$ cat src/hw/uac_pkg.sv
// Constants shared by the serial channel and its sampling clock generator.
// Assumes a single 8-bit register file per channel, selected by a 3-bit address.
package uac_pkg;
    localparam logic [2:0] ADDR_DATA = 3'h0;
    localparam logic [2:0] ADDR_IER  = 3'h1;
    localparam logic [2:0] ADDR_ISR  = 3'h2;
    localparam logic [2:0] ADDR_LCR  = 3'h3;
    localparam logic [2:0] ADDR_MCR  = 3'h4;
    localparam logic [2:0] ADDR_LSR  = 3'h5;
    localparam logic [2:0] ADDR_MSR  = 3'h6;
    localparam logic [2:0] ADDR_SCR  = 3'h7;
    localparam int LCR_DIV_EN = 7;
    localparam int LCR_BREAK  = 6;
    localparam int LCR_FORCE  = 5;
    localparam int LCR_EVEN   = 4;
    localparam int LCR_PAR_EN = 3;
    localparam int LCR_STOP   = 2;
    localparam int MCR_LOOP   = 4;
    localparam int MCR_OUT2   = 3;
    localparam int MCR_OUT1   = 2;
    localparam int MCR_RTS    = 1;
    localparam int MCR_DTR    = 0;
    localparam int IER_MODEM  = 3;
    localparam int IER_LINE   = 2;
    localparam int IER_TX     = 1;
    localparam int IER_RX     = 0;
    localparam logic [3:0] ISR_LINE = 4'h6;
    localparam logic [3:0] ISR_RX   = 4'h4;
    localparam logic [3:0] ISR_TX   = 4'h2;
    localparam logic [3:0] ISR_MSR  = 4'h0;
    localparam logic [3:0] ISR_NONE = 4'h1;
    localparam logic [7:0]  RST_IER = 8'h00;
    localparam logic [7:0]  RST_LCR = 8'h00;
    localparam logic [7:0]  RST_MCR = 8'h00;
    localparam logic [7:0]  RST_SCR = 8'h00;
    localparam logic [15:0] RST_DIV = 16'h0001;
    localparam logic [4:0] TICKS_BIT   = 5'h10;
    localparam logic [4:0] TICKS_START = 5'h08;
    localparam logic [4:0] TICKS_STOP1H = 5'h18;
    localparam logic [5:0] TICKS_STOP2 = 6'h20;
    typedef enum logic [4:0] {
        SER_IDLE   = 5'b00001,
        SER_START  = 5'b00010,
        SER_DATA   = 5'b00100,
        SER_PARITY = 5'b01000,
        SER_STOP   = 5'b10000
    } uac_ser_type;
endpackage : uac_pkg

$ cat src/hw/uac_baud_if.sv
// Carries the divisor to the sampling clock generator and the tick back.
// Assumes both ends run on the channel clock.
`timescale 1ns/1ps
interface uac_baud_if;
    logic [15:0] divisor;
    logic        tick;
    modport gen (input divisor, output tick);
    modport use_tick (output divisor, input tick);
endinterface : uac_baud_if

$ cat src/hw/uac_baud.sv
// Sampling clock generator: one tick every divisor clocks, 16 ticks per bit.
// Assumes the divisor is stable between host writes; zero stops the ticks.
`timescale 1ns/1ps
module uac_baud
(
    input  wire logic clk,
    input  wire logic rstn,
    uac_baud_if.gen   bus
);
    import uac_pkg::*;

    logic [15:0] count;

    always_ff @(posedge clk)
    begin
        if (!rstn)
        begin
            count <= 16'h0000;
            bus.tick <= 1'b0;
        end
        else if (bus.divisor == 16'h0000)
        begin
            count <= 16'h0000;
            bus.tick <= 1'b0;
        end
        else if (count >= bus.divisor - 16'h0001)
        begin
            count <= 16'h0000;
            bus.tick <= 1'b1;
        end
        else
        begin
            count <= count + 16'h0001;
            bus.tick <= 1'b0;
        end
    end
endmodule : uac_baud

$ cat src/hw/uac_channel.sv
// One serial channel: register file, one-deep receive buffer, transmitter and loopback.
// Assumes bus strobes are synchronous to clk and held at least two clocks.
`timescale 1ns/1ps
module uac_channel
(
    input  wire logic       clk,
    input  wire logic       rstn,
    input  wire logic       chan_select_n,
    input  wire logic [2:0] addr,
    input  wire logic       rd_n,
    input  wire logic       wr_n,
    input  wire logic [7:0] data_in,
    output logic      [7:0] data_out,
    output logic            data_oe,
    input  wire logic       serial_in,
    output logic            serial_out,
    input  wire logic       clear_to_send_n,
    input  wire logic       set_ready_n,
    input  wire logic       carrier_detect_n,
    input  wire logic       ring_indicate_n,
    output logic            request_to_send_n,
    output logic            terminal_ready_n,
    output logic            general_output_one_n,
    output logic            general_output_two_n,
    output logic            irq
);
    import uac_pkg::*;

    uac_baud_if baud ();
    uac_baud u_baud (.clk(clk), .rstn(rstn), .bus(baud));

    logic [7:0]  interrupt_enable;
    logic [7:0]  line_control;
    logic [7:0]  modem_control;
    logic [7:0]  scratch;
    logic [15:0] divisor;
    logic [7:0]  transmit_holding;
    logic        thr_full;
    logic [7:0]  receive_holding;
    logic [2:0]  rx_tags;
    logic        data_ready;
    logic        overrun;
    logic        tx_irq;
    logic [3:0]  modem_prev;
    logic [3:0]  modem_delta;
    logic        rd_prev;
    logic        wr_prev;
    logic [7:0]  read_value;
    logic [3:0]  isr_code;
    logic [3:0]  modem_now;
    logic        loop;
    logic        rd_start;
    logic        wr_start;
    logic        div_en;
    logic [2:0]  last_bit;

    // Serial engines
    uac_ser_type tx_state;
    uac_ser_type rx_state;
    logic [5:0]  tx_cnt;
    logic [2:0]  tx_bit;
    logic [7:0]  tx_shifter;
    logic        tx_line;
    logic        tx_feed;
    logic [5:0]  stop_ticks;
    logic        thr_take;
    logic [4:0]  rx_cnt;
    logic [2:0]  rx_bit;
    logic [7:0]  receive_shifter;
    logic        rx_pbit;
    logic        rx_perr;
    logic        rx_in;
    logic        rx_done;
    logic [2:0]  rx_new_tags;

    function automatic logic [7:0] mask_word(input logic [7:0] d, input logic [2:0] last);
        mask_word = d & (8'hFF >> (3'h7 - last));
    endfunction : mask_word

    function automatic logic parity_bit(input logic [7:0] lc, input logic [7:0] d);
        if (lc[LCR_FORCE])
            parity_bit = ~lc[LCR_EVEN];
        else
            parity_bit = lc[LCR_EVEN] ? ^d : ~^d;
    endfunction : parity_bit

    assign loop       = modem_control[MCR_LOOP];
    assign div_en     = line_control[LCR_DIV_EN];
    assign last_bit   = {1'b0, line_control[1:0]} + 3'h4;
    assign rd_start   = !chan_select_n && !rd_n && !rd_prev;
    assign wr_start   = !chan_select_n && !wr_n && !wr_prev;
    assign baud.divisor = divisor;
    assign tx_feed    = line_control[LCR_BREAK] ? 1'b0 : tx_line;
    assign rx_in      = loop ? tx_feed : serial_in;
    assign thr_take   = thr_full && (tx_state == SER_IDLE);

    // Loopback maps the modem outputs back onto the status inputs
    assign modem_now = loop ? {modem_control[MCR_OUT2], modem_control[MCR_OUT1],
                               modem_control[MCR_DTR], modem_control[MCR_RTS]}
                            : {~carrier_detect_n, ~ring_indicate_n,
                               ~set_ready_n, ~clear_to_send_n};

    always_comb
    begin
        if (!line_control[LCR_STOP])
            stop_ticks = {1'b0, TICKS_BIT};
        else if (line_control[1:0] == 2'b00)
            stop_ticks = {1'b0, TICKS_STOP1H};
        else
            stop_ticks = TICKS_STOP2;
    end

    // Priority: line status, receive data, transmit ready, modem status
    always_comb
    begin
        if (interrupt_enable[IER_LINE] && (overrun || rx_tags != 3'h0))
            isr_code = ISR_LINE;
        else if (interrupt_enable[IER_RX] && data_ready)
            isr_code = ISR_RX;
        else if (interrupt_enable[IER_TX] && tx_irq)
            isr_code = ISR_TX;
        else if (interrupt_enable[IER_MODEM] && modem_delta != 4'h0)
            isr_code = ISR_MSR;
        else
            isr_code = ISR_NONE;
    end

    always_comb
    begin
        case (addr)
            ADDR_DATA: read_value = div_en ? divisor[7:0] : receive_holding;
            ADDR_IER:  read_value = div_en ? divisor[15:8] : {4'h0, interrupt_enable[3:0]};
            ADDR_ISR:  read_value = {4'h0, isr_code};
            ADDR_LCR:  read_value = line_control;
            ADDR_MCR:  read_value = {3'h0, modem_control[4:0]};
            ADDR_LSR:  read_value = {1'b0, !thr_full && tx_state == SER_IDLE, !thr_full,
                                     rx_tags, overrun, data_ready};
            ADDR_MSR:  read_value = {modem_now, modem_delta};
            ADDR_SCR:  read_value = scratch;
            default:   read_value = 8'h00;
        endcase
    end

    // Bus strobe edges and read data
    always_ff @(posedge clk)
    begin
        if (!rstn)
        begin
            rd_prev <= 1'b0;
            wr_prev <= 1'b0;
            data_out <= 8'h00;
            data_oe <= 1'b0;
        end
        else
        begin
            rd_prev <= !chan_select_n && !rd_n;
            wr_prev <= !chan_select_n && !wr_n;
            data_oe <= !chan_select_n && !rd_n;
            if (rd_start)
                data_out <= read_value;
        end
    end

    // Host-written registers; writes to the status addresses are dropped
    always_ff @(posedge clk)
    begin
        if (!rstn)
        begin
            interrupt_enable <= RST_IER;
            line_control <= RST_LCR;
            modem_control <= RST_MCR;
            scratch <= RST_SCR;
            divisor <= RST_DIV;
        end
        else if (wr_start)
        begin
            case (addr)
                ADDR_DATA: if (div_en) divisor[7:0] <= data_in;
                ADDR_IER:
                begin
                    if (div_en)
                        divisor[15:8] <= data_in;
                    else
                        interrupt_enable <= {4'h0, data_in[3:0]};
                end
                ADDR_LCR:  line_control <= data_in;
                ADDR_MCR:  modem_control <= {3'h0, data_in[4:0]};
                ADDR_SCR:  scratch <= data_in;
                default:   ;
            endcase
        end
    end

    // Transmit holding register and transmit-ready interrupt
    always_ff @(posedge clk)
    begin
        if (!rstn)
        begin
            transmit_holding <= 8'h00;
            thr_full <= 1'b0;
            tx_irq <= 1'b0;
        end
        else
        begin
            if (wr_start && addr == ADDR_DATA && !div_en)
            begin
                transmit_holding <= data_in;
                thr_full <= 1'b1;
            end
            else if (thr_take)
                thr_full <= 1'b0;
            // Becoming empty or enabling while empty wins over a clear
            if (thr_take || (wr_start && addr == ADDR_IER && !div_en && data_in[IER_TX]
                             && !interrupt_enable[IER_TX] && !thr_full))
                tx_irq <= 1'b1;
            else if (wr_start && addr == ADDR_DATA && !div_en)
                tx_irq <= 1'b0;
            else if (rd_start && addr == ADDR_ISR && isr_code == ISR_TX)
                tx_irq <= 1'b0;
        end
    end

    // Transmitter: start, data, optional parity, stop
    always_ff @(posedge clk)
    begin
        if (!rstn)
        begin
            tx_state <= SER_IDLE;
            tx_cnt <= 6'h00;
            tx_bit <= 3'h0;
            tx_shifter <= 8'h00;
            tx_line <= 1'b1;
        end
        else
        begin
            case (tx_state)
                SER_IDLE:
                begin
                    tx_line <= 1'b1;
                    if (thr_take)
                    begin
                        tx_shifter <= mask_word(transmit_holding, last_bit);
                        tx_state <= SER_START;
                        tx_cnt <= 6'h00;
                        tx_line <= 1'b0;
                    end
                end
                SER_START, SER_DATA, SER_PARITY:
                begin
                    if (baud.tick)
                    begin
                        tx_cnt <= tx_cnt + 6'h01;
                        if (tx_cnt == {1'b0, TICKS_BIT - 5'h01})
                        begin
                            tx_cnt <= 6'h00;
                            if (tx_state == SER_START)
                            begin
                                tx_state <= SER_DATA;
                                tx_bit <= 3'h0;
                                tx_line <= tx_shifter[0];
                            end
                            else if (tx_state == SER_DATA && tx_bit != last_bit)
                            begin
                                tx_bit <= tx_bit + 3'h1;
                                tx_line <= tx_shifter[tx_bit + 3'h1];
                            end
                            else if (tx_state == SER_DATA && line_control[LCR_PAR_EN])
                            begin
                                tx_state <= SER_PARITY;
                                tx_line <= parity_bit(line_control, tx_shifter);
                            end
                            else
                            begin
                                tx_state <= SER_STOP;
                                tx_line <= 1'b1;
                            end
                        end
                    end
                end
                SER_STOP:
                begin
                    if (baud.tick)
                    begin
                        tx_cnt <= tx_cnt + 6'h01;
                        if (tx_cnt == stop_ticks - 6'h01)
                            tx_state <= SER_IDLE;
                    end
                end
                default:   tx_state <= SER_IDLE;
            endcase
        end
    end

    // Pins: loopback parks the line at mark and drops request-to-send and terminal-ready; OUT1 and OUT2 still follow modem control
    always_ff @(posedge clk)
    begin
        if (!rstn)
        begin
            serial_out <= 1'b1;
            request_to_send_n <= 1'b1;
            terminal_ready_n <= 1'b1;
            general_output_one_n <= 1'b1;
            general_output_two_n <= 1'b1;
            irq <= 1'b0;
        end
        else
        begin
            serial_out <= loop ? 1'b1 : tx_feed;
            request_to_send_n <= loop ? 1'b1 : ~modem_control[MCR_RTS];
            terminal_ready_n <= loop ? 1'b1 : ~modem_control[MCR_DTR];
            general_output_one_n <= ~modem_control[MCR_OUT1];
            general_output_two_n <= ~modem_control[MCR_OUT2];
            irq <= modem_control[MCR_OUT2] && !isr_code[0];
        end
    end

    // Receiver: line samples at mid-bit by counting sampling ticks
    always_ff @(posedge clk)
    begin
        if (!rstn)
        begin
            rx_state <= SER_IDLE;
            rx_cnt <= 5'h00;
            rx_bit <= 3'h0;
            receive_shifter <= 8'h00;
            rx_pbit <= 1'b0;
            rx_perr <= 1'b0;
            rx_done <= 1'b0;
            rx_new_tags <= 3'h0;
        end
        else
        begin
            rx_done <= 1'b0;
            if (baud.tick)
            begin
                rx_cnt <= rx_cnt + 5'h01;
                case (rx_state)
                    SER_IDLE:
                    begin
                        rx_cnt <= 5'h00;
                        if (!rx_in)
                            rx_state <= SER_START;
                    end
                    SER_START:
                    begin
                        if (rx_cnt == TICKS_START - 5'h02)
                        begin
                            rx_cnt <= 5'h00;
                            rx_bit <= 3'h0;
                            receive_shifter <= 8'h00;
                            rx_pbit <= 1'b0;
                            rx_state <= rx_in ? SER_IDLE : SER_DATA;
                        end
                    end
                    SER_DATA:
                    begin
                        if (rx_cnt == TICKS_BIT - 5'h01)
                        begin
                            rx_cnt <= 5'h00;
                            receive_shifter[rx_bit] <= rx_in;
                            rx_bit <= rx_bit + 3'h1;
                            if (rx_bit == last_bit)
                                rx_state <= line_control[LCR_PAR_EN] ? SER_PARITY : SER_STOP;
                        end
                    end
                    SER_PARITY:
                    begin
                        if (rx_cnt == TICKS_BIT - 5'h01)
                        begin
                            rx_cnt <= 5'h00;
                            rx_pbit <= rx_in;
                            rx_perr <= rx_in != parity_bit(line_control, receive_shifter);
                            rx_state <= SER_STOP;
                        end
                    end
                    SER_STOP:
                    begin
                        if (rx_cnt == TICKS_BIT - 5'h01)
                        begin
                            rx_state <= SER_IDLE;
                            rx_done <= 1'b1;
                            // Tags: break, framing, parity
                            rx_new_tags <= {receive_shifter == 8'h00 && !rx_pbit && !rx_in, !rx_in,
                                            line_control[LCR_PAR_EN] && rx_perr};
                        end
                    end
                    default:   rx_state <= SER_IDLE;
                endcase
            end
        end
    end

    // One-deep receive buffer; a character completed while data is still unread overwrites it and flags overrun
    always_ff @(posedge clk)
    begin
        if (!rstn)
        begin
            receive_holding <= 8'h00;
            rx_tags <= 3'h0;
            data_ready <= 1'b0;
            overrun <= 1'b0;
        end
        else
        begin
            if (rx_done)
            begin
                receive_holding <= receive_shifter;
                rx_tags <= rx_new_tags;
                data_ready <= 1'b1;
            end
            else if (rd_start && addr == ADDR_DATA && !div_en)
            begin
                data_ready <= 1'b0;
                rx_tags <= 3'h0;
            end
            else if (rd_start && addr == ADDR_LSR)
                rx_tags <= 3'h0;
            if (rx_done && data_ready && !(rd_start && addr == ADDR_DATA && !div_en))
                overrun <= 1'b1;
            else if (rd_start && addr == ADDR_LSR)
                overrun <= 1'b0;
        end
    end

    // Modem change flags; a change in the read cycle survives the read
    always_ff @(posedge clk)
    begin
        if (!rstn)
        begin
            modem_prev <= 4'h0;
            modem_delta <= 4'h0;
        end
        else
        begin
            modem_prev <= modem_now;
            if (rd_start && addr == ADDR_MSR)
                modem_delta <= modem_now ^ modem_prev;
            else
                modem_delta <= modem_delta | (modem_now ^ modem_prev);
        end
    end
endmodule : uac_channel

$ cat config.mk
export PLATFORM = sky130hd
export DESIGN_NAME = uac_channel
export DESIGN_NICKNAME = d
export VERILOG_FILES = /design/src/hw/uac_pkg.sv /design/src/hw/uac_baud_if.sv /design/src/hw/uac_baud.sv /design/src/hw/uac_channel.sv
export SDC_FILE = /design/constraint.sdc
export NUM_CORES = 1
export LEC_CHECK = 0
export ABC_AREA = 0
export BUFFER_PORTS_ARGS = -buffer_cell sky130_fd_sc_hd__buf_2
export CORE_ASPECT_RATIO = 0.8
export CORE_MARGIN = 1.5
export CORE_UTILIZATION = 44
export CTS_CLUSTER_DIAMETER = 100
export DETAILED_ROUTE_END_ITERATION = 7
export GPL_TIMING_DRIVEN = 1
export PLACE_DENSITY_LB_ADDON = 0.05
export SLEW_MARGIN = 20
export SYNTH_ARGS = -nofsm -noshare
export SYNTH_HDL_FRONTEND = slang
export SYNTH_SLANG_ARGS = --single-unit
$ cat constraint.sdc
create_clock -name clk -period 4.1 [get_ports clk]
set_clock_uncertainty 0.2 [all_clocks]
set_input_delay 0.205 -clock clk [delete_from_list [all_inputs] [get_ports clk]]
set_output_delay 0.205 -clock clk [all_outputs]
set_load 0.005 [all_outputs]
# Word level (Yosys, flattened, before mapping)

Index checks and enable logic that the tools add are counted.

Input bits: 21
Output and inout bits: 15
Flip-flop bits (word level): 155

Mux-type cells: 84
Shift operators: 1
Add/sub/neg operators: 9
Order comparisons: 4
Eq/ne operators: 37
Reductions and logical operators: 88
Bitwise logic cells: 14

Operator list:

| kind                                                                   | count |
|---|---|
| 5-bit 2-to-1 mux                                                       | 17 |
| 8-bit one-hot mux with 8 select lines                                  | 1 |
| 6-bit 2-to-1 mux                                                       | 6 |
| 1-bit logical AND                                                      | 32 |
| 1-bit 2-to-1 mux                                                       | 32 |
| 8-bit 2-to-1 mux                                                       | 4 |
| 3-bit 2-to-1 mux                                                       | 10 |
| 5-bit one-hot mux with 3 select lines                                  | 2 |
| 5-bit one-hot mux with 5 select lines                                  | 1 |
| 3-bit AND reduction                                                    | 7 |
| 2-bit inequality test (second input constant)                          | 9 |
| 6-bit one-hot mux with 3 select lines                                  | 1 |
| 16-bit by 1-bit adder with 16-bit output (second input constant)       | 1 |
| 16-bit >= comparator                                                   | 1 |
| 16-bit zero test                                                       | 1 |
| 8-bit one-hot mux with 2 select lines                                  | 1 |
| 4-bit AND reduction                                                    | 4 |
| 8-bit XNOR reduction                                                   | 2 |
| 8-bit XOR reduction                                                    | 2 |
| 16-bit by 1-bit subtractor with 16-bit output (second input constant)  | 1 |
| 5-bit by 3-bit equality test with 1-bit output (second input constant) | 3 |
| 5-bit by 4-bit equality test with 1-bit output (second input constant) | 3 |
| 2-bit nonzero test                                                     | 7 |
| 3-bit equality test (second input constant)                            | 4 |
| other kinds (45)                                                       | 85 |

# Depth between registers and ports, before layout

Gate-level depths: netlist of the first run.

Depth after elaboration: 11
Depth in mapped cells: 13
Depth with buffers taken out: 12

# Hierarchy

A second synthesis of the first run with hierarchy kept.

Cell total of the unflattened synthesis: 932
Area total of the unflattened synthesis: 8445.6 um^2

Modules (own cells, without submodules):

| module      | area an instance (um^2) | cells an instance | times used |
|---|---|---|---|
| uac_channel | 7088.0                  | 777               | 1 |
| uac_baud    | 1357.6                  | 155               | 1 |

# Worst setup path before layout of the first run

Ideal clock, no wire load.

Kind: reg-to-reg
Start point: reg divisor[2], in the netlist baud.divisor[2]
End point: reg u_baud.count[10]
Buffers on the path: 1
Setup slack: 1.149 ns
Arrival: 2.634 ns
Setup time: 0.117 ns
Stages on the path, launching flop included: 13
Cell sequence: dfxtp_1 > nor3_1 > and3_1 > nand3b_1 > nor4_1 > nand2_1 > xor2_1 > ha_1 > nand4_1 > a21o_1 > o21ai_1 > buf_2 > nor2_1

Cells in the longest elaborated chain, start to end: 3
Elaborated cells between the ends (all ways): 4
Those cells by class: add/sub: 1; order compare: 1; reduce/logical: 2

RTL lines:

| what                                          | RTL line           | source |
|---|---|---|
| start: declaration                            | uac_channel.sv:36  | `logic [15:0] divisor;` |
| start signal: assignment                      | uac_channel.sv:178 | `ADDR_DATA: if (div_en) divisor[7:0] <= data_in;` |
| 16-bit by 1-bit subtractor with 16-bit output | uac_baud.sv:26     | `else if (count >= bus.divisor - 16'h0001)` |
| 16-bit >= comparator                          | uac_baud.sv:26     |  |
| 3-bit OR reduction (no line) (*)              | --                 |  |
| end signal: assignment                        | uac_baud.sv:33     | `count <= count + 16'h0001;` |
| end: declaration                              | uac_baud.sv:12     | `logic [15:0] count;` |

Mark *: on every way between the ends. The rest lies on a longest branch, timed or not.
A chain may end at the register's enable or synchronous reset.

# Worst setup path after layout of the first run

Start point: reg divisor[2], in the netlist baud.divisor[2]
End point: reg u_baud.count[9]

Same word-level chain as after synthesis.

==> flow_metrics.py, run 1 <==
metrics = {
    "critical_path": {
        "critPathSlowestCell": "o21ai_2",
        "cp.required_ns": 4.19,
        "crit_type": "flip-flop to flip-flop",
        "arrival_ns": 3.37,
        "path_cells": "nor3_1 > and3_1 > nand3b_1 > nor4_1 > nand2_1 > xor2_1 > ha_1 > nand4_1 > a21o_1 > o21ai_2 > nor2_1",
        "cp-start-kind": "flip-flop",
        "path_max_fanout": 16,
        "max_stage_delay_ns": 0.52,
        "crit_family": "simple AND/OR/NAND/NOR gates",
        "cp_num_buf_inv": 0,
        "critPathCaptureType": "flip-flop",
    },
    "sta": {
        "tns_ns": 0,
        "hold_violations": 0,
        "slew_headroom": 0.345,
        "rsz0062_at_grt": "false",
        "final.min_clock_period_ns": 3.27,
        "worst_pin_slew_ns": 0.969,
        "setup_viol": 0,
        "maxSlewViolCount": 0,
        "holdWs_ns": 0.0689,
        "finalCritPeriodShare": 0.799,
        "max_clock_freq_mhz": 305,
    },
    "power_and_ir_drop": {
        "power_density_nw_per_um2": 369,
        "max-vdd-ir-drop_mv": 0.231,
        "power_leakage_nw": 3.53,
    },
    "routing": {
        "vias": 6746,
        "drtAntennaViolNets": 0,
        "drt_wl_total_um": 21200,
        "drc_errors": 0,
        "routedWlPerCell_um": 17.7,
        "vias_per_cell": 5.64,
        "drt-initial-drc-count": 573,
        "first_pass_iters": 5,
    },
    "clock_network": {
        "clk_latency_ns": 0.43,
        "clockRootBuffer": "clkbuf_16",
        "cts_setup_buffers": 0,
        "cts_tree": "done",
        "cts_num_sinks": 155,
        "numCtsBuffers": 17,
        "clk_path_buf_depth": 2,
        "clk_pin_slew_ns": 0.06,
        "cts_hold_buf": 16,
        "htree_levels": 4,
        "ctsResizeCount": 0,
    },
    "synth": {
        "synth_top_area_share": 0.389,
        "ys_ff_latch": 155,
        "synth-seq-area-share": 0.389,
        "synth.avg_cell_area_um2": 8.58,
        "synthesis.nets": 979,
        "synth_edf_count": 0,
        "netlist_top_cells_area": "dfxtp_1 (39%), mux2i_1 (8.3%), nor2_1 (6.4%), ha_1 (4.6%), a21oi_1 (4.5%)",
        "syn_inst": 929,
        "synth_cell_types": 72,
        "synth_top_cell_by_area": "dfxtp_1",
        "yosys_warnings": 0,
        "netlist_area_um2": 7970,
        "synth_flop_cell": "dfxtp_1",
        "synthArstFlopShare": 0,
    },
    "placed_design": {
        "placement.io_buffers": 35,
        "gp_congestion": 0.886,
        "hpwl_um": 14900,
        "placedCellCount": 1150,
    },
    "finish": {
        "nFillCells": 1668,
        "fin_nets": 1010,
        "drive_gt1_frac": 0.106,
        "final_util": 0.514,
        "finalNonFillerCells": 1197,
        "area_growth_pct": 13.2,
        "diodes": 0,
    },
    "floorplanning": {
        "die_area_um2": 18900,
        "core_region_area_um2": 17500,
        "ios": 36,
        "row_count": 43,
        "die_y_um": 123,
        "start_util": 0.454,
        "die_w_um": 153,
    },
    "grt": {
        "grt_pass1_vias": 6240,
        "antenna_found_initial": 0,
        "grt_pass1_wl_um": 33700,
        "grt_use_total": 0.230,
        "gr-total-overflow": 0,
        "grt_start_max_net_pins": 77,
    },
    "status": {
        "status": "complete, no violations",
    },
    "worst_hold_path": {
        "hp-class": "input pin to flip-flop",
    },
    "flow_run": {
        "maxCapViolations": 0,
    },
}
-- layer usage --
layer  up-vias  track usage  part of all wire
li1       3342            -                 -
met1      3217        0.324              0.50
met2       151        0.358              0.43
met3        36       0.0414             0.046
met4         0       0.0783             0.022
met5         -            0                 0
-- worst min-delay path, stage by stage --
cell and delay [ns]:
buf_2 0.11, buf_4 0.25, nand2_1 0.09
-- area by class of cell --
| cell class | count | area, um2 | area share |
|---|---|---|---|
| clock buffer | 23 | 478 | 0.0530 |
| multi-input combinational | 695 | 4540 | 0.503 |
| timing repair buffer | 58 | 400 | 0.0444 |
| tap | 225 | 282 | 0.0312 |
| clock inverter | 8 | 92.6 | 0.0103 |
| sequential | 155 | 3100 | 0.344 |
| inverter | 33 | 124 | 0.0137 |
-- through the flow --
| stage | total power [mW] | area [um2] | worst slack [ns] |
|---|---|---|---|
| after floorplan | 1.73 | 7970 | 1.15 |
| after global placement | 1.80 | 8290 | 0.568 |
| after global routing | 3.45 | 9020 | 0.526 |
| after detailed placement | 1.80 | 8290 | 0.447 |
| after CTS | 3.36 | 9020 | 0.443 |
| final | 3.33 | 9020 | 0.826 |
-- power by group --
group,switching [mW],internal (mW)
registers,0.0275,1.53
logic,0.143,0.0860
clock network,0.610,0.936
-- registers in the layout (all words and copies together) (netlist names), 6 cells and up --
signal            flops
baud.divisor         16
data_out              8
line_control          8
receive_holding       8
receive_shifter       8
scratch               8
transmit_holding      8
tx_cnt                6
tx_shifter            8
u_baud.count         16
-- cells in the final DEF, fill, tap and decap left out, drive strengths merged, types with 3 or more instances in the layout --
cell | synthesis | routed
dfxtp | 155 | 155
nor2 | 136 | 136
nand2 | 78 | 78
a21oi | 72 | 72
mux2i | 66 | 66
buf | 15 | 42
nand3 | 38 | 38
xnor2 | 33 | 33
inv | 33 | 33
o21ai | 32 | 32
ha | 29 | 29
xor2 | 28 | 28
clkbuf | 31 | 23
nor3 | 19 | 19
dlygate4sd3 | 0 | 16
a22oi | 11 | 11
nor2b | 9 | 9
nand4 | 9 | 9
and2 | 9 | 9
nand2b | 8 | 8
or3 | 8 | 8
nor4 | 8 | 8
a31o | 7 | 7
a21o | 7 | 7
mux2 | 7 | 7
a31oi | 6 | 6
a221oi | 6 | 6
nor4b | 5 | 5
clkinv | 0 | 5
and3 | 4 | 4
nand3b | 4 | 4
o41ai | 4 | 4
nor3b | 4 | 4
mux4 | 4 | 4
a21boi | 3 | 3
a211oi | 3 | 3
a32oi | 3 | 3
or4b | 3 | 3
-- cell usage after synthesis (10+ instances only) --
master	instances
xor2_1	28
buf_2	10
a22oi_1	11
xnor2_1	33
clkbuf_1	31
nor2_1	135
nand3_1	38
dfxtp_1	155
mux2i_1	66
inv_1	32
a21oi_1	72
nand2_1	78
nor3_1	17
ha_1	29
o21ai_0	29
-- kinds of logic after synthesis --
logic type / synth area share
flip-flops: 0.389
XOR/XNOR: 0.0671
multiplexers: 0.105
AND/OR/NAND/NOR: 0.207
AO/OA/AOI/OAI: 0.145
buffers and inverters: 0.0416
adder cells (fa/ha/maj): 0.0455
-- final timing paths --
path | startpoint | to | slack [ns] | depth (start not counted)
max | baud.divisor[2] | u_baud.count[9] | 0.83 | 11
min reg2reg | modem_control[2] | general_output_one_n | 0.19 | 1
max reg2reg | baud.divisor[2] | u_baud.count[9] | 0.83 | 11
min | rstn | baud.divisor[0] | 0.07 | 3
(Power assumes the default switching activity.)
==> run 2, diff against run 1 <==
==> constraint.sdc (replaced) <==
create_clock -name clk -period 2.6 [get_ports clk]
set_clock_uncertainty 0.2 [all_clocks]
set_input_delay 0.13 -clock clk [delete_from_list [all_inputs] [get_ports clk]]
set_output_delay 0.13 -clock clk [all_outputs]
set_load 0.005 [all_outputs]
==> flow_metrics.py, run 2 (synthesized netlist as in run 1, its figures left out) <==
metrics = {
    "status": {
        "status": "complete, but fails checks",
        "violations": "negative setup slack",
    },
    "routing": {
        "drc_errors": 0,
        "drt-initial-drc-count": 561,
        "drtAntennaViolNets": 0,
        "drt_wl_total_um": 21800,
        "first_pass_iters": 5,
        "vias": 6955,
        "routedWlPerCell_um": 17.7,
        "vias_per_cell": 5.64,
    },
    "clock_network": {
        "clk_path_buf_depth": 2,
        "clk_latency_ns": 0.43,
        "clk_pin_slew_ns": 0.06,
        "cts_tree": "done",
        "cts_num_sinks": 155,
        "numCtsBuffers": 17,
        "htree_levels": 4,
        "clockRootBuffer": "clkbuf_16",
    },
    "critical_path": {
        "crit_type": "flip-flop to flip-flop",
        "critPathCaptureType": "flip-flop",
        "cp_common_cell": "a21o_1",
        "cp-start-kind": "flip-flop",
        "cp_num_buf_inv": 1,
        "critPathSlowestCell": "dfxtp_2",
        "crit_family": "simple AND/OR/NAND/NOR gates",
        "path_max_fanout": 16,
        "path_cells": "nor3_4 > and3_4 > nand3b_1 > nor4_4 > xnor2_1 > ha_1 > a21o_1 > a21o_1 > a211oi_2 > o21ai_4 > buf_12 > nor2_2",
        "max_stage_delay_ns": 0.33,
        "cp.required_ns": 2.76,
        "arrival_ns": 2.90,
    },
    "floorplanning": {
        "die_y_um": 123,
        "start_util": 0.454,
        "row_count": 43,
        "die_area_um2": 18900,
        "core_region_area_um2": 17500,
        "ios": 36,
        "die_w_um": 153,
    },
    "grt": {
        "grt_use_total": 0.242,
        "grt_pass1_vias": 6535,
        "gr-total-overflow": 0,
        "grt_pass1_wl_um": 35300,
        "antenna_found_initial": 0,
        "grt_start_max_net_pins": 39,
    },
    "placed_design": {
        "hpwl_um": 15800,
        "placement.io_buffers": 35,
        "preCtsSetupSlack_ns": -0.189,
        "gp_congestion": 0.876,
    },
    "sta": {
        "setup_viol": 16,
        "setup_ws_ns": -0.133,
        "finalCritPeriodShare": 1.05,
        "rsz0062_at_grt": "true",
        "worst_pin_slew_ns": 0.664,
        "max_clock_freq_mhz": 366,
        "maxSlewViolCount": 0,
        "slew_headroom": 0.557,
        "hold_violations": 0,
        "final.min_clock_period_ns": 2.73,
    },
    "finish": {
        "top_regs": "baud.divisor (16), u_baud.count (16)",
        "drive_gt1_frac": 0.158,
        "diodes": 0,
        "fin_nets": 1047,
        "final_common_cell": "dfxtp_1",
        "area_growth_pct": 18.6,
        "layout_common_cells": "dfxtp_1 (153), nor2_1 (132), nand2_1 (77), a21oi_1 (71), mux2i_1 (66)",
    },
    "power_and_ir_drop": {
        "power_leakage_nw": 3.74,
        "p_total_mw": 5.30,
        "power_density_nw_per_um2": 561,
        "max-vdd-ir-drop_mv": 0.349,
    },
    "flow_run": {
        "maxCapViolations": 0,
    },
    "worst_hold_path": {
        "hp-class": "input pin to flip-flop",
    },
}
## run 2: cell count changes in the layout (fill, tap and decap cells not counted), sizes merged
cell	before	now
inv	33	35
clkinv	5	7
clkinvlp	1	2
dlygate4sd3	16	17
buf	42	78
clkbuf	23	18
## run 2: worst reg2reg max path: cells and delay by family (launching register included)
kind            cells  cell delay [ns]
buf+inv             1             0.16
xor+xnor            1             0.17
flops               1             0.33
compound gates      4             0.68
fa+ha+maj           1             0.27
simple gates        5             0.88
## run 2: path summary, 6_finish.rpt
kind,to,slack (ns),cells after the start,from
setup / recovery,u_baud.count[2],-0.13,12,baud.divisor[4]
hold / removal,data_out[6],0.06,4,chan_select_n
setup reg to reg,u_baud.count[2],-0.13,12,baud.divisor[4]
hold reg to reg,general_output_one_n,0.21,1,modem_control[2]
## run 2: repair_timing
item                                    4_1_cts  5_1_grt
pin swaps                                     6        1
hold buffers                                 17        0
resized for setup                             3        9
setup buffers                                 1        3
endpoints found under the setup margin       17       27
endpoints found under the hold margin        64        0
## run 2: cell type report
type / instances / area (um2)
clock buffers: 18 / 439
clock inverters: 13 / 143
repair buffers: 95 / 693
inverters: 33 / 124
fillers: 1644 / 8090
well taps: 225 / 282
multi-input cells: 695 / 4660
flip-flops and latches: 155 / 3110
## run 2: through the flow
| stage | instances | setup TNS (ns) | hold WS, ns | instance area [um2] | utilization |
|---|---|---|---|---|---|
| 2_1_floorplan | 929 | -0.311 | 0.00679 | 8040 | - |
| 3_3_place_gp | 1183 | -1.47 | 0.123 | 8600 | 0.490 |
| 3_5_place_dp | 1183 | -2.78 | 0.131 | 8600 | 0.490 |
| 4_1_cts | 1232 | -2.13 | 0.0297 | 9390 | 0.536 |
| 5_1_grt | 1234 | -4.33 | 0.0567 | 9450 | 0.539 |
| 6_report | 1234 | -1.75 | 0.0559 | 9450 | 0.539 |
## run 2: metal layers
metal / routed length, um / global-route usage / share of wire
met4: 320 / 0.0740 / 0.015
met1: 11000 / 0.342 / 0.50
met2: 9570 / 0.369 / 0.44
met3: 956 / 0.0526 / 0.044
met5: 0 / 0 / 0
## run 2: where the power goes
| group | switching [mW] | internal [mW] |
|---|---|---|
| clock | 1.02 | 1.44 |
| combinational | 0.235 | 0.147 |
| sequential | 0.0430 | 2.41 |
| total | 1.30 | 4.00 |
==> run 3, diff against run 2 <==
--- a/config.mk
+++ b/config.mk
@@ -14,6 +14,7 @@
 export DETAILED_ROUTE_END_ITERATION = 7
 export GPL_TIMING_DRIVEN = 1
 export PLACE_DENSITY_LB_ADDON = 0.05
+export SKIP_CTS_REPAIR_TIMING = 1
 export SLEW_MARGIN = 20
 export SYNTH_ARGS = -nofsm -noshare
 export SYNTH_HDL_FRONTEND = slang
==> flow_metrics.py, run 3 (synthesized netlist as in run 1, its figures left out) <==
metrics = {
    "clock_network": {
        "clockRootBuffer": "clkbuf_16",
        "cts_num_sinks": 155,
        "htree_levels": 4,
        "clk_latency_ns": 0.43,
        "clk_path_buf_depth": 2,
        "cts_tree": "done",
        "clk_pin_slew_ns": 0.06,
        "numCtsBuffers": 17,
    },
    "floorplanning": {
        "core_region_area_um2": 17500,
        "die_y_um": 123,
        "row_count": 43,
        "ios": 36,
        "die_w_um": 153,
        "die_area_um2": 18900,
        "start_util": 0.454,
    },
    "grt": {
        "gr-total-overflow": 0,
        "grt_pass1_wl_um": 35000,
        "antenna_found_initial": 0,
        "grt_pass1_vias": 6442,
        "grt_start_max_net_pins": 39,
        "grt_use_total": 0.240,
    },
    "finish": {
        "stdcell_area_um2": 9450,
        "final_common_cell": "dfxtp_1",
        "fin_nets": 1047,
        "finalNonFillerCells": 1234,
        "diodes": 0,
        "drive_gt1_frac": 0.158,
        "top_regs": "baud.divisor (16), u_baud.count (16)",
        "area_growth_pct": 18.6,
        "layout_common_cells": "dfxtp_1 (153), nor2_1 (132), nand2_1 (77), a21oi_1 (71), mux2i_1 (66)",
        "final_util": 0.539,
        "nFillCells": 1645,
    },
    "sta": {
        "slew_headroom": 0.558,
        "maxSlewViolCount": 0,
        "final.min_clock_period_ns": 2.74,
        "max_clock_freq_mhz": 365,
        "worst_pin_slew_ns": 0.662,
        "setup_viol": 17,
        "hold_violations": 0,
        "rsz0062_at_grt": "true",
        "setup_ws_ns": -0.140,
        "finalCritPeriodShare": 1.05,
        "tns_ns": -1.95,
    },
    "power_and_ir_drop": {
        "pwr-share-clk": 0.465,
        "max-vdd-ir-drop_mv": 0.352,
        "p_switching_mw": 1.30,
        "power_frac_seq": 0.463,
        "power_density_nw_per_um2": 561,
        "p_total_mw": 5.30,
        "comb_power_share": 0.072,
        "power_leakage_nw": 3.74,
        "p_int_mw": 4.00,
        "swShare": 0.246,
    },
    "routing": {
        "vias_per_cell": 5.64,
        "drtAntennaViolNets": 0,
        "drc_errors": 0,
        "drt_wl_total_um": 21900,
        "drt-initial-drc-count": 509,
        "routedWlPerCell_um": 17.7,
        "vias": 6955,
        "first_pass_iters": 7,
    },
    "critical_path": {
        "cp-start-kind": "flip-flop",
        "cp.required_ns": 2.76,
        "arrival_ns": 2.90,
        "path_max_fanout": 16,
        "crit_type": "flip-flop to flip-flop",
        "critPathCaptureType": "flip-flop",
    },
    "placed_design": {
        "gp_congestion": 0.876,
        "placement.io_buffers": 35,
        "hpwl_um": 15800,
        "placed_area_um2": 8600,
        "placedCellCount": 1183,
    },
    "worst_hold_path": {
        "hp-class": "input pin to flip-flop",
    },
    "flow_run": {
        "maxCapViolations": 0,
    },
    "status": {
        "status": "complete, but fails checks",
        "violations": "negative setup slack",
    },
}
## run 3: cell counts in the layout (fill, tap and decap cells not counted)
Identical to the previous run, type by type.
## run 3: layer usage
metal / up-vias / part of all wire / global-route usage
met4: 0 / 0.013 / 0.0740
met5: - / 0 / 0
met3: 22 / 0.047 / 0.0529
met2: 168 / 0.44 / 0.364
li1: 3423 / - / -
met1: 3342 / 0.50 / 0.340
## run 3: layout make-up
class                           instances  area (um2)  share of cell area
Multi-Input combinational cell        695        4660               0.493
Sequential cell                       155        3110               0.329
Timing Repair Buffer                   95         693              0.0734
Clock buffer                           18         439              0.0465
Tap cell                              225         282              0.0298
Clock inverter                         13         143              0.0151
Inverter                               33         124              0.0131
## run 3: power by group through the flow
stage	combinational, mW	clock [mW]	sequential (mW)
6_report	0.382	2.46	2.46
5_1_grt	0.417	2.63	2.46
4_1_cts	0.353	2.51	2.45
3_5_place_dp	0.352	0	2.51
3_3_place_gp	0.348	0	2.51
2_1_floorplan	0.238	0	2.48
## run 3: worst max-delay path, stage by stage, from the launching register on
cell and delay, ns:
dfxtp_2 0.33, nor3_4 0.20, and3_4 0.22, nand3b_1 0.14, nor4_4 0.21, xnor2_1 0.17, ha_1 0.28, a21o_1 0.16
a21o_1 0.17, a211oi_2 0.25, o21ai_4 0.10, buf_12 0.16, nor2_2 0.09
## run 3: final timing paths
kind / start / endpoint / slack [ns] / cells past startpoint
setup reg to reg: baud.divisor[4] / u_baud.count[2] / -0.14 / 12
hold reg to reg: modem_control[2] / general_output_one_n / 0.21 / 1
setup / recovery: baud.divisor[4] / u_baud.count[2] / -0.14 / 12
hold / removal: chan_select_n / data_out[4] / 0.06 / 4
## run 3: stage by stage
step / hold WS (ns) / setup WS, ns
6_report: 0.0602 / -0.140
5_1_grt: 0.0567 / -0.309
4_1_cts: -0.323 / -0.212
3_5_place_dp: 0.131 / -0.189
3_3_place_gp: 0.123 / -0.107
2_1_floorplan: 0.00679 / -0.0446
